==> src/rtl/cdrs_pkg.sv <==
// constants, field layouts and operation codes of the dedicated register set
package cdrs_pkg;
   // ------------------------------------------------------------------
   // reset values
   // ------------------------------------------------------------------
   localparam logic [15:0] CDRS_FC_RESET = 16'hFFFD; // mode byte read address
   localparam logic [15:0] CDRS_WORD_RESET = 16'h0000; // acc, temp, pointers
   localparam logic [15:0] CDRS_PSW_RESET = 16'h0030; // bank 0, window 0, level bits set
   // ------------------------------------------------------------------
   // start-up fetch addresses and values
   // ------------------------------------------------------------------
   localparam logic [15:0] CDRS_MODE_ADDR = 16'hFFFD;
   localparam logic [15:0] CDRS_VEC_HI_ADDR = 16'hFFFE;
   localparam logic [15:0] CDRS_VEC_LO_ADDR = 16'hFFFF;
   localparam logic [7:0] CDRS_MODE_SINGLE = 8'h00;
   // ------------------------------------------------------------------
   // processor status word fields and mirror
   // ------------------------------------------------------------------
   localparam int CDRS_BANK_MSB = 15;
   localparam int CDRS_BANK_LSB = 11;
   localparam int CDRS_WIN_MSB = 10;
   localparam int CDRS_WIN_LSB = 8;
   localparam int CDRS_FLAG_MSB = 7;
   localparam logic [15:0] CDRS_MIRROR_ADDR = 16'h0078;
   // ------------------------------------------------------------------
   // address map of the internal areas
   // ------------------------------------------------------------------
   localparam logic [7:0] CDRS_GPR_BASE_HI = 8'h01; // banks sit at 0x0100..0x01FF
   localparam logic [15:0] CDRS_STACK_STEP = 16'h0002;
   localparam logic [15:0] CDRS_RAM_TOP = 16'h047F; // highest internal RAM address
   localparam logic [15:0] CDRS_FLASH_BASE = 16'h8000; // start of flash
   // ------------------------------------------------------------------
   // types
   // ------------------------------------------------------------------
   typedef enum logic [3:0] {
      CDRS_OP_NOP = 4'b0000,
      CDRS_OP_MOV_A_W = 4'b0001, // word move into acc, old acc to temp
      CDRS_OP_MOV_A_B = 4'b0010, // byte move into acc, old low byte to temp
      CDRS_OP_ALU_A_W = 4'b0011, // word result into acc
      CDRS_OP_ALU_A_B = 4'b0100, // byte result into acc low byte
      CDRS_OP_WR_TEMP = 4'b0101,
      CDRS_OP_WR_IX = 4'b0110,
      CDRS_OP_WR_EP = 4'b0111,
      CDRS_OP_WR_SP = 4'b1000,
      CDRS_OP_PUSH = 4'b1001,
      CDRS_OP_POP = 4'b1010,
      CDRS_OP_PS_FROM_A = 4'b1011,
      CDRS_OP_A_FROM_PS = 4'b1100,
      CDRS_OP_FC_LOAD = 4'b1101,
      CDRS_OP_FC_STEP = 4'b1110
   } cdrs_op_t;
   typedef enum logic [2:0] {
      CDRS_ST_IDLE = 3'b000,
      CDRS_ST_MODE = 3'b001,
      CDRS_ST_VEC_HI = 3'b010,
      CDRS_ST_VEC_LO = 3'b011,
      CDRS_ST_RUN = 3'b100
   } cdrs_state_t;
endpackage

==> src/rtl/cdrs_addr_calc.sv <==
// effective address forming for direct, indexed and bank register access
`timescale 1ns/1ps
module cdrs_addr_calc (
   input wire logic [15:0] index_pointer,
   input wire logic [7:0] index_offset,
   input wire logic [2:0] direct_window,
   input wire logic [7:0] direct_operand,
   input wire logic [4:0] bank_select,
   input wire logic [2:0] reg_num,
   output logic [15:0] indexed_addr,
   output logic [15:0] direct_addr,
   output logic [15:0] gpr_addr
);
   // ------------------------------------------------------------------
   // address arithmetic
   // ------------------------------------------------------------------
   // signed offset, -128..+127, wraps in the 16-bit space
   assign indexed_addr = index_pointer + {{8{index_offset[7]}}, index_offset};
   // low half maps through; upper half lands in window n at 0x80*(n+1)
   always_comb begin
      if (!direct_operand[7]) begin
         direct_addr = {8'h00, direct_operand};
      end else begin
         direct_addr = {5'b0_0000, 4'(direct_window) + 4'h1, direct_operand[6:0]};
      end
   end
   // bank n register r at 0x0100 + 8n + r, never above 0x01FF
   assign gpr_addr = {cdrs_pkg::CDRS_GPR_BASE_HI, bank_select, reg_num};
endmodule // cdrs_addr_calc

==> src/rtl/cdrs_startup_seq.sv <==
// reset-release sequencer: mode byte fetch, vector fetch, then run
`timescale 1ns/1ps
module cdrs_startup_seq (
   input wire logic sys_clk,
   input wire logic reset_n,
   input wire logic mem_ack,
   input wire logic [7:0] mem_rdata,
   output logic mem_rd_req,
   output logic [15:0] mem_addr,
   output logic fc_load,
   output logic [15:0] fc_value,
   output logic running,
   output logic mode_fault
);
   cdrs_pkg::cdrs_state_t state_r, state_nxt;
   logic [7:0] vec_hi_r, vec_hi_nxt;
   logic mode_fault_r, mode_fault_nxt;

   // ------------------------------------------------------------------
   // sequence: one byte read per fetch state, advancing on each acknowledge
   // ------------------------------------------------------------------
   always_comb begin
      state_nxt = state_r;
      vec_hi_nxt = vec_hi_r;
      mode_fault_nxt = mode_fault_r;
      fc_load = 1'b0;
      fc_value = {vec_hi_r, mem_rdata};
      mem_rd_req = 1'b0;
      mem_addr = cdrs_pkg::CDRS_MODE_ADDR;
      case (state_r)
         cdrs_pkg::CDRS_ST_IDLE: begin
            state_nxt = cdrs_pkg::CDRS_ST_MODE;
         end
         cdrs_pkg::CDRS_ST_MODE: begin
            mem_rd_req = 1'b1;
            if (mem_ack) begin
               // anything but the single-chip value is reported, never obeyed
               mode_fault_nxt = (mem_rdata != cdrs_pkg::CDRS_MODE_SINGLE);
               state_nxt = cdrs_pkg::CDRS_ST_VEC_HI;
            end
         end
         cdrs_pkg::CDRS_ST_VEC_HI: begin
            mem_rd_req = 1'b1;
            mem_addr = cdrs_pkg::CDRS_VEC_HI_ADDR;
            if (mem_ack) begin
               vec_hi_nxt = mem_rdata;
               state_nxt = cdrs_pkg::CDRS_ST_VEC_LO;
            end
         end
         cdrs_pkg::CDRS_ST_VEC_LO: begin
            mem_rd_req = 1'b1;
            mem_addr = cdrs_pkg::CDRS_VEC_LO_ADDR;
            if (mem_ack) begin
               fc_load = 1'b1;
               state_nxt = cdrs_pkg::CDRS_ST_RUN;
            end
         end
         default: begin
            state_nxt = cdrs_pkg::CDRS_ST_RUN;
         end
      endcase
   end

   always_ff @(posedge sys_clk or negedge reset_n) begin
      if (!reset_n) begin
         state_r <= cdrs_pkg::CDRS_ST_IDLE;
         vec_hi_r <= 8'h00;
         mode_fault_r <= 1'b0;
      end else begin
         state_r <= state_nxt;
         vec_hi_r <= vec_hi_nxt;
         mode_fault_r <= mode_fault_nxt;
      end
   end

   assign running = (state_r == cdrs_pkg::CDRS_ST_RUN);
   assign mode_fault = mode_fault_r;
endmodule // cdrs_startup_seq

==> src/rtl/cdrs_register_set.sv <==
// dedicated register set of the 8-bit core with its start-up fetch
// ----------------------------------------------------------------------
// Overview of operation
// - only internal RAM and flash, no external bus
// - mode byte read from flash 0xFFFD
// - reset: mode byte, then vector, then execute
// - seven 16-bit registers; accumulators byte-usable
// - fetch counter updates; reset value 0xFFFD
// - accumulators and pointers reset to zero
// - byte ops on acc keep upper byte
// - byte ops use temp low byte only
// - move into acc copies old acc to temp
// - index pointer plus signed byte offset
// - stack pointer addresses last pushed item
// - bank select bits 15:11, flags 7:0
// - direct window bits 10:8 selects direct region
// - status word as a whole only via word moves with acc
// - bank and window mirrored at 0x0078
// - 32 banks of eight byte registers
// - banks lie within 0x0100..0x01FF
// - bank select resets to zero
// - direct 0x00..0x7F map straight through
// - window resets to 0; each value own window
// ----------------------------------------------------------------------
`timescale 1ns/1ps
module cdrs_register_set (
   input wire logic sys_clk,
   input wire logic reset_n,
   // execution side
   input wire logic op_valid,
   input wire cdrs_pkg::cdrs_op_t op_code,
   input wire logic [15:0] op_data,
   input wire logic flag_we,
   input wire logic [7:0] flag_in,
   input wire logic [7:0] index_offset,
   input wire logic [7:0] direct_operand,
   input wire logic [2:0] reg_num,
   // data bus snoop for the mirror byte
   input wire logic dbus_rd,
   input wire logic dbus_wr,
   input wire logic [15:0] dbus_addr,
   input wire logic [7:0] dbus_wdata,
   output logic dbus_hit,
   output logic [7:0] dbus_rdata,
   // internal memory port used by the start-up fetch
   input wire logic mem_ack,
   input wire logic [7:0] mem_rdata,
   output logic mem_rd_req,
   output logic [15:0] mem_addr,
   output logic ext_bus_req,
   // register values and derived addresses
   output logic [15:0] fetch_counter,
   output logic [15:0] acc_word,
   output logic [7:0] acc_lower,
   output logic [7:0] acc_upper,
   output logic [15:0] temp_word,
   output logic [7:0] temp_lower,
   output logic [15:0] index_pointer,
   output logic [15:0] extra_pointer,
   output logic [15:0] stack_top,
   output logic [15:0] processor_status_word,
   output logic [4:0] bank_select,
   output logic [2:0] direct_window,
   output logic [7:0] flag_byte,
   output logic [15:0] indexed_addr,
   output logic [15:0] direct_addr,
   output logic [15:0] gpr_addr,
   output logic core_running,
   output logic mode_fault
);
   logic [15:0] fc_r, fc_nxt;
   logic [15:0] acc_r, acc_nxt;
   logic [15:0] temp_r, temp_nxt;
   logic [15:0] ix_r, ix_nxt;
   logic [15:0] ep_r, ep_nxt;
   logic [15:0] sp_r, sp_nxt;
   logic [15:0] psw_r, psw_nxt;
   logic [7:0] rdata_r, rdata_nxt;
   logic hit_r, hit_nxt;
   logic fc_load;
   logic [15:0] fc_value;
   logic op_go;
   logic mirror_wr;
   logic mirror_rd;

   // ------------------------------------------------------------------
   // start-up sequencer and address forming
   // ------------------------------------------------------------------
   cdrs_startup_seq u_startup (
      .sys_clk(sys_clk),
      .reset_n(reset_n),
      .mem_ack(mem_ack),
      .mem_rdata(mem_rdata),
      .mem_rd_req(mem_rd_req),
      .mem_addr(mem_addr),
      .fc_load(fc_load),
      .fc_value(fc_value),
      .running(core_running),
      .mode_fault(mode_fault)
   );

   cdrs_addr_calc u_addr (
      .index_pointer(ix_r),
      .index_offset(index_offset),
      .direct_window(psw_r[cdrs_pkg::CDRS_WIN_MSB:cdrs_pkg::CDRS_WIN_LSB]),
      .direct_operand(direct_operand),
      .bank_select(psw_r[cdrs_pkg::CDRS_BANK_MSB:cdrs_pkg::CDRS_BANK_LSB]),
      .reg_num(reg_num),
      .indexed_addr(indexed_addr),
      .direct_addr(direct_addr),
      .gpr_addr(gpr_addr)
   );

   // single-chip only: there is no external bus to request
   assign ext_bus_req = 1'b0;
   // operations are ignored until the start-up fetch has finished
   assign op_go = op_valid && core_running;
   assign mirror_wr = dbus_wr && (dbus_addr == cdrs_pkg::CDRS_MIRROR_ADDR);
   assign mirror_rd = dbus_rd && (dbus_addr == cdrs_pkg::CDRS_MIRROR_ADDR);

   // ------------------------------------------------------------------
   // next values of the dedicated registers
   // ------------------------------------------------------------------
   always_comb begin
      fc_nxt = fc_r;
      acc_nxt = acc_r;
      temp_nxt = temp_r;
      ix_nxt = ix_r;
      ep_nxt = ep_r;
      sp_nxt = sp_r;
      psw_nxt = psw_r;
      if (fc_load) begin
         fc_nxt = fc_value;
      end
      // the mirror write lands at the edge, so the next instruction sees it
      if (mirror_wr) begin
         psw_nxt[15:8] = dbus_wdata;
      end
      if (flag_we && core_running) begin
         psw_nxt[cdrs_pkg::CDRS_FLAG_MSB:0] = flag_in;
      end
      if (op_go) begin
         case (op_code)
            cdrs_pkg::CDRS_OP_MOV_A_W: begin
               temp_nxt = acc_r;
               acc_nxt = op_data;
            end
            cdrs_pkg::CDRS_OP_MOV_A_B: begin
               temp_nxt = {temp_r[15:8], acc_r[7:0]};
               acc_nxt = {acc_r[15:8], op_data[7:0]};
            end
            cdrs_pkg::CDRS_OP_ALU_A_W: begin
               acc_nxt = op_data;
            end
            cdrs_pkg::CDRS_OP_ALU_A_B: begin
               acc_nxt = {acc_r[15:8], op_data[7:0]};
            end
            cdrs_pkg::CDRS_OP_WR_TEMP: begin
               temp_nxt = op_data;
            end
            cdrs_pkg::CDRS_OP_WR_IX: begin
               ix_nxt = op_data;
            end
            cdrs_pkg::CDRS_OP_WR_EP: begin
               ep_nxt = op_data;
            end
            cdrs_pkg::CDRS_OP_WR_SP: begin
               sp_nxt = op_data;
            end
            cdrs_pkg::CDRS_OP_PUSH: begin
               // pre-decrement keeps the pointer on the newest item
               sp_nxt = sp_r - cdrs_pkg::CDRS_STACK_STEP;
            end
            cdrs_pkg::CDRS_OP_POP: begin
               sp_nxt = sp_r + cdrs_pkg::CDRS_STACK_STEP;
            end
            cdrs_pkg::CDRS_OP_PS_FROM_A: begin
               // a word move overrides a same-cycle mirror or flag write
               psw_nxt = acc_r;
            end
            cdrs_pkg::CDRS_OP_A_FROM_PS: begin
               temp_nxt = acc_r;
               acc_nxt = psw_r;
            end
            cdrs_pkg::CDRS_OP_FC_LOAD: begin
               fc_nxt = op_data;
            end
            cdrs_pkg::CDRS_OP_FC_STEP: begin
               fc_nxt = fc_r + op_data;
            end
            default: begin
               fc_nxt = fc_nxt;
            end
         endcase
      end
   end

   always_ff @(posedge sys_clk or negedge reset_n) begin
      if (!reset_n) begin
         fc_r <= cdrs_pkg::CDRS_FC_RESET;
         acc_r <= cdrs_pkg::CDRS_WORD_RESET;
         temp_r <= cdrs_pkg::CDRS_WORD_RESET;
         ix_r <= cdrs_pkg::CDRS_WORD_RESET;
         ep_r <= cdrs_pkg::CDRS_WORD_RESET;
         sp_r <= cdrs_pkg::CDRS_WORD_RESET;
         psw_r <= cdrs_pkg::CDRS_PSW_RESET;
      end else begin
         fc_r <= fc_nxt;
         acc_r <= acc_nxt;
         temp_r <= temp_nxt;
         ix_r <= ix_nxt;
         ep_r <= ep_nxt;
         sp_r <= sp_nxt;
         psw_r <= psw_nxt;
      end
   end

   // ------------------------------------------------------------------
   // mirror read: registered answer one cycle after the read strobe
   // ------------------------------------------------------------------
   always_comb begin
      hit_nxt = mirror_rd;
      rdata_nxt = mirror_rd ? psw_r[15:8] : 8'h00;
   end

   always_ff @(posedge sys_clk or negedge reset_n) begin
      if (!reset_n) begin
         hit_r <= 1'b0;
         rdata_r <= 8'h00;
      end else begin
         hit_r <= hit_nxt;
         rdata_r <= rdata_nxt;
      end
   end

   // ------------------------------------------------------------------
   // outputs, all straight from registers
   // ------------------------------------------------------------------
   assign dbus_hit = hit_r;
   assign dbus_rdata = rdata_r;
   assign fetch_counter = fc_r;
   assign acc_word = acc_r;
   assign acc_lower = acc_r[7:0];
   assign acc_upper = acc_r[15:8];
   assign temp_word = temp_r;
   assign temp_lower = temp_r[7:0];
   assign index_pointer = ix_r;
   assign extra_pointer = ep_r;
   assign stack_top = sp_r;
   assign processor_status_word = psw_r;
   assign bank_select = psw_r[cdrs_pkg::CDRS_BANK_MSB:cdrs_pkg::CDRS_BANK_LSB];
   assign direct_window = psw_r[cdrs_pkg::CDRS_WIN_MSB:cdrs_pkg::CDRS_WIN_LSB];
   assign flag_byte = psw_r[cdrs_pkg::CDRS_FLAG_MSB:0];
endmodule // cdrs_register_set

==> config.mk <==
export PLATFORM = sky130hd
export DESIGN_NAME = cdrs_register_set
export DESIGN_NICKNAME = d
export VERILOG_FILES = /design/src/rtl/cdrs_pkg.sv /design/src/rtl/cdrs_addr_calc.sv /design/src/rtl/cdrs_startup_seq.sv /design/src/rtl/cdrs_register_set.sv
export SDC_FILE = /design/constraint.sdc
export NUM_CORES = 1
export LEC_CHECK = 0
export BUFFER_PORTS_ARGS = -buffer_cell sky130_fd_sc_hd__buf_4
export CAP_MARGIN = 10
export CORE_MARGIN = 1.5
export CORE_UTILIZATION = 55
export CTS_BUF_LIST = sky130_fd_sc_hd__clkbuf_16
export DETAILED_ROUTE_END_ITERATION = 7
export GPL_ROUTABILITY_DRIVEN = 0
export PLACE_DENSITY = 0.87
export SLEW_MARGIN = 10
export SYNTH_ARGS = -nofsm -noshare
export SYNTH_HDL_FRONTEND = slang
export SYNTH_SLANG_ARGS = --single-unit
==> constraint.sdc <==
create_clock -name sys_clk -period 5.4 [get_ports sys_clk]
set_clock_uncertainty 0.15 [all_clocks]
set_input_delay 0.54 -clock sys_clk [delete_from_list [all_inputs] [get_ports sys_clk]]
set_output_delay 0.54 -clock sys_clk [all_outputs]
set_load 0.01 [all_outputs]
==> impl_table.tex <==
\begin{tabular}{lr}
\hline
Metric & Value \\
\hline
\multicolumn{2}{l}{\textbf{Clock network}} \\
\quad Root buffer selected by CTS & sky130\_fd\_sc\_hd\_\_clkbuf\_16 \\
\quad TritonCTS Buffers & 17 \\
\quad CTS sink count & 133 \\
\quad Buffer count from post-CTS setup fixing & 0 \\
\quad Post-cts sizing count & 0 \\
\quad CTS H-tree lvls & 4 \\
\quad Post-CTS clock slew at the launch and capture registers of the worst setup and hold paths & 0.06 ns \\
\quad Worst-Skew Late Latency & 0.43 ns \\
\quad CTS tree & yes \\
\quad Largest buffer count on any clock path & 2 \\
\quad Hold bufs inserted after CTS & 0 \\
\multicolumn{2}{l}{\textbf{Final layout}} \\
\quad Diode count & 0 \\
\quad Most frequent cells in the layout & 267 x sky130\_fd\_sc\_hd\_\_buf\_4, 116 x sky130\_fd\_sc\_hd\_\_dfrtp\_1, 77 x sky130\_fd\_sc\_hd\_\_nand2\_1 \\
\quad Proportion of layout cells with a drive suffix above 1 & 32.55\% \\
\quad Most common cell after layout, fill and taps aside & sky130\_fd\_sc\_hd\_\_buf\_4 \\
\quad Count of nets after finishing & 1,269 \\
\quad Filler cell count & 1,213 \\
\quad Area growth from synthesis to final layout & 24.35\% \\
\multicolumn{2}{l}{\textbf{STA}} \\
\quad Number of max-slew violations in the final report & 0 \\
\quad Worst Tran Pin Value & 1.041 ns \\
\quad Setup repair after global routing missed its margin & false \\
\quad Total count of hold-check failures in the final report & 0 \\
\quad Max Clock Freq & 0.2770 GHz \\
\quad Worst slew margin relative to its limit & 30.50\% \\
\quad Fraction of the cycle the final worst path needs & 66.85\% \\
\quad Final setup violation count & 0 \\
\quad Sum of negative setup slack & 0 ns \\
\quad Shortest period the worst path allows & 3.610 ns \\
\multicolumn{2}{l}{\textbf{Global route}} \\
\quad Via count of the first global-routing pass & 7,459 \\
\quad Overall routing resource usage & 31.56\% \\
\quad Wire length of the first global-routing pass & 40,200 um \\
\quad Grt ovf & 0 \\
\quad Initial antenna violation count & 0 \\
\quad Pin count of the biggest net entering global routing & 80 \\
\multicolumn{2}{l}{\textbf{Worst setup path}} \\
\quad Data arrival time at the worst-slack endpoint & 2.92 ns \\
\quad Reg-to-reg setup timing slack & 2.48 ns \\
\quad Capture instance of the worst register-to-register path & fetch\_counter[15] \\
\quad Stage delay of the slowest cell on the critical path & 0.41 ns \\
\quad Top fanout value on the critical path & 4 \\
\quad Crit start category & flip-flop \\
\quad Data required time at the worst endpoint & 4.71 ns \\
\quad WS Path Type & flip-flop to output port \\
\quad Nature of the critical path endpoint & output port \\
\quad Critical Path Slowest Stage Cell & sky130\_fd\_sc\_hd\_\_fa\_1 \\
\quad Worst setup endpoint & indexed\_addr[14] \\
\quad Register-to-Register Path Depth & 6 \\
\quad Critical path cell sequence & ha\_1, inv\_1, fa\_1, nor2b\_1, o31a\_1, o211ai\_1, a31oi\_1, a21o\_1, a21oi\_1, xnor2\_1, buf\_4 \\
\quad Crit. Startpoint & index\_pointer[0] \\
\quad Reg2reg start & u\_startup.state\_r[1] \\
\multicolumn{2}{l}{\textbf{Floorplanning}} \\
\quad Floorplan Core Area & 15,770 sq um \\
\quad IO Pins & 315 \\
\quad Placement row count & 46 \\
\quad Starting Density & 56.05\% \\
\quad Overall die area & 16,840 sq um \\
\quad Die extent in x & 129.8 um \\
\quad Y dimension of the die & 129.8 um \\
\multicolumn{2}{l}{\textbf{Route}} \\
\quad Routed met3 length & 2038 um \\
\quad Final routed wire length divided by cell count & 19.53 um \\
\quad Met2 WL post-DR & 13,010 um \\
\quad Pre-antenna DRT Iters & 6 \\
\quad Wl on met1 & 10,360 um \\
\quad Post-Route WL & 26,660 um \\
\quad DR vias/cell & 5.923 \\
\quad Count of vias placed by the detailed router & 8,085 \\
\quad Highest metal layer with signal wires & met4 \\
\quad Detailed router's first-iteration violation count & 614 \\
\quad Antenna violation net count after detailed routing & 0 \\
\quad DRC & 0 \\
\multicolumn{2}{l}{\textbf{Synthesis}} \\
\quad Number of distinct library cells after synthesis & 70 \\
\quad Cells after synthesis & 938 \\
\quad Cell area after synthesis & 8840 sq um \\
\quad Average cell area after synthesis & 9.424 sq um \\
\quad Most instantiated flip-flop cell in the synthesis netlist & sky130\_fd\_sc\_hd\_\_dfrtp\_1 \\
\quad Sequential-to-total area share from yosys stat & 37.89\% \\
\quad Number of synthesized flops with an enable pin & 0 \\
\quad Warnings, synthesis & 0 \\
\quad FF+latch count, synth & 133 \\
\quad Async set-or-reset flop fraction in the synthesized netlist & 100.0\% \\
\multicolumn{2}{l}{\textbf{Placed design}} \\
\quad Buffers added on ports & 266 \\
\quad DP Wirelength & 19,530 um \\
\multicolumn{2}{l}{\textbf{Power and ir drop}} \\
\quad Leak pwr & 5.426 nW \\
\quad PD cells & 578.3 nW/um\^{}2 \\
\quad Worst VDD drop & 322.4 uV \\
\quad Total Power Consumption & 6.356 mW \\
\multicolumn{2}{l}{\textbf{Status}} \\
\quad Status & completed \\
\multicolumn{2}{l}{\textbf{Job}} \\
\quad Count of max-cap constraint violations & 0 \\
\multicolumn{2}{l}{\textbf{Min path}} \\
\quad Worst Hold Class & input port to async pin \\
\hline
\end{tabular}
area by class of cell:
type                            instances  area (sq um)  area share [%]
Clock buffer                           17         425.4           3.870
Clock inverter                         15         116.4           1.059
Timing Repair Buffer                  268          2016           18.34
Inverter                               20         75.07          0.6830
Tap cell                              216         270.3           2.459
Sequential cell                       133          3349           30.47
Multi-Input combinational cell        696          4740           43.12
how the worst min path moves through the flow:
stage / cells past startpoint / slack, ns / endpoint / startpoint
after floorplan: 0 / 0.09 / acc_word[0] / reset_n
after global placement: 1 / 0.34 / u_startup.vec_hi_r[2] / u_startup.vec_hi_r[2]
after detailed placement: 1 / 0.35 / extra_pointer[6] / extra_pointer[6]
after CTS: 1 / 0.03 / u_startup.vec_hi_r[6] / reset_n
after global routing: 1 / 0.05 / u_startup.vec_hi_r[6] / reset_n
final: 1 / 0.0007 / temp_word[14] / reset_n
state kept, by name, indices dropped and copies added, names as in the netlist:
register	count
u_startup.state_r	3
dbus_rdata	8
processor_status_word	16
extra_pointer	16
stack_top	16
dbus_hit	1
temp_word	16
u_startup.mode_fault	1
fetch_counter	16
u_startup.vec_hi_r	8
acc_word	16
index_pointer	16
routing by layer:
metal / vias up / track usage (%)
met1: 3916 / 38.47
met4: 0 / 16.54
met3: 83 / 7.093
li1: 3672 / -
met5: - / 0
met2: 414 / 52.54
worst max-delay path: cells and delay by family (launching register included):
family	cells	cell delay, ns
compound gates	5	0.95
xor+xnor	1	0.15
fa+ha+maj	2	0.62
buf+inv	2	0.21
flops	1	0.38
simple gates	1	0.17
power by group:
part           switching (mW)  internal, mW  total, mW
Sequential              0.494          1.46       1.95
Combinational            1.66          1.68       3.33
Clock                   0.449         0.624       1.07
Total                    2.60          3.76       6.36
kinds of logic (layout without fill, tap and decap cells):
group	Yosys count	in the layout	share of synthesized area (%)
AO/OA/AOI/OAI	258	258	18.08
AND/OR/NAND/NOR	241	241	13.45
buffers and inverters	135	320	9.625
flip-flops	133	133	37.89
multiplexers	91	91	10.90
adder cells (fa/ha/maj)	47	47	6.907
XOR/XNOR	31	31	3.071
other	2	28	0.08496
stage by stage:
step           std cells  utilization (%)  setup slack, ns  hold slack [ns]  cell area [sq um]
4_1_cts             1365            69.70            1.851          0.03434              10990
2_1_floorplan        964                -            2.062          0.09441               8937
3_3_place_gp        1333            66.26            1.558           0.3373              10450
3_5_place_dp        1333            66.26            1.491           0.3472              10450
6_report            1365            69.70            1.790        0.0007044              10990
5_1_grt             1365            69.70            1.553          0.05256              10990
cell usage after synthesis (14+ instances only):
cell,n,area share [%]
sky130_fd_sc_hd__mux2i_1,49,5.5
sky130_fd_sc_hd__ha_1,44,6.2
sky130_fd_sc_hd__xnor2_1,15,1.5
sky130_fd_sc_hd__dfstp_2,17,5.1
sky130_fd_sc_hd__clkbuf_1,14,0.59
sky130_fd_sc_hd__xor2_1,16,1.6
sky130_fd_sc_hd__inv_1,20,0.85
sky130_fd_sc_hd__o21ai_0,73,4.1
sky130_fd_sc_hd__nor2_1,73,3.1
sky130_fd_sc_hd__dfrtp_1,116,33
sky130_fd_sc_hd__a22oi_1,18,1.5
sky130_fd_sc_hd__mux2_2,41,5.2
sky130_fd_sc_hd__a21o_1,16,1.4
sky130_fd_sc_hd__buf_4,85,7.2
sky130_fd_sc_hd__nand2_1,77,3.3
sky130_fd_sc_hd__a21oi_1,74,4.2
No activity file was read; power rests on OpenSTA's default activity.
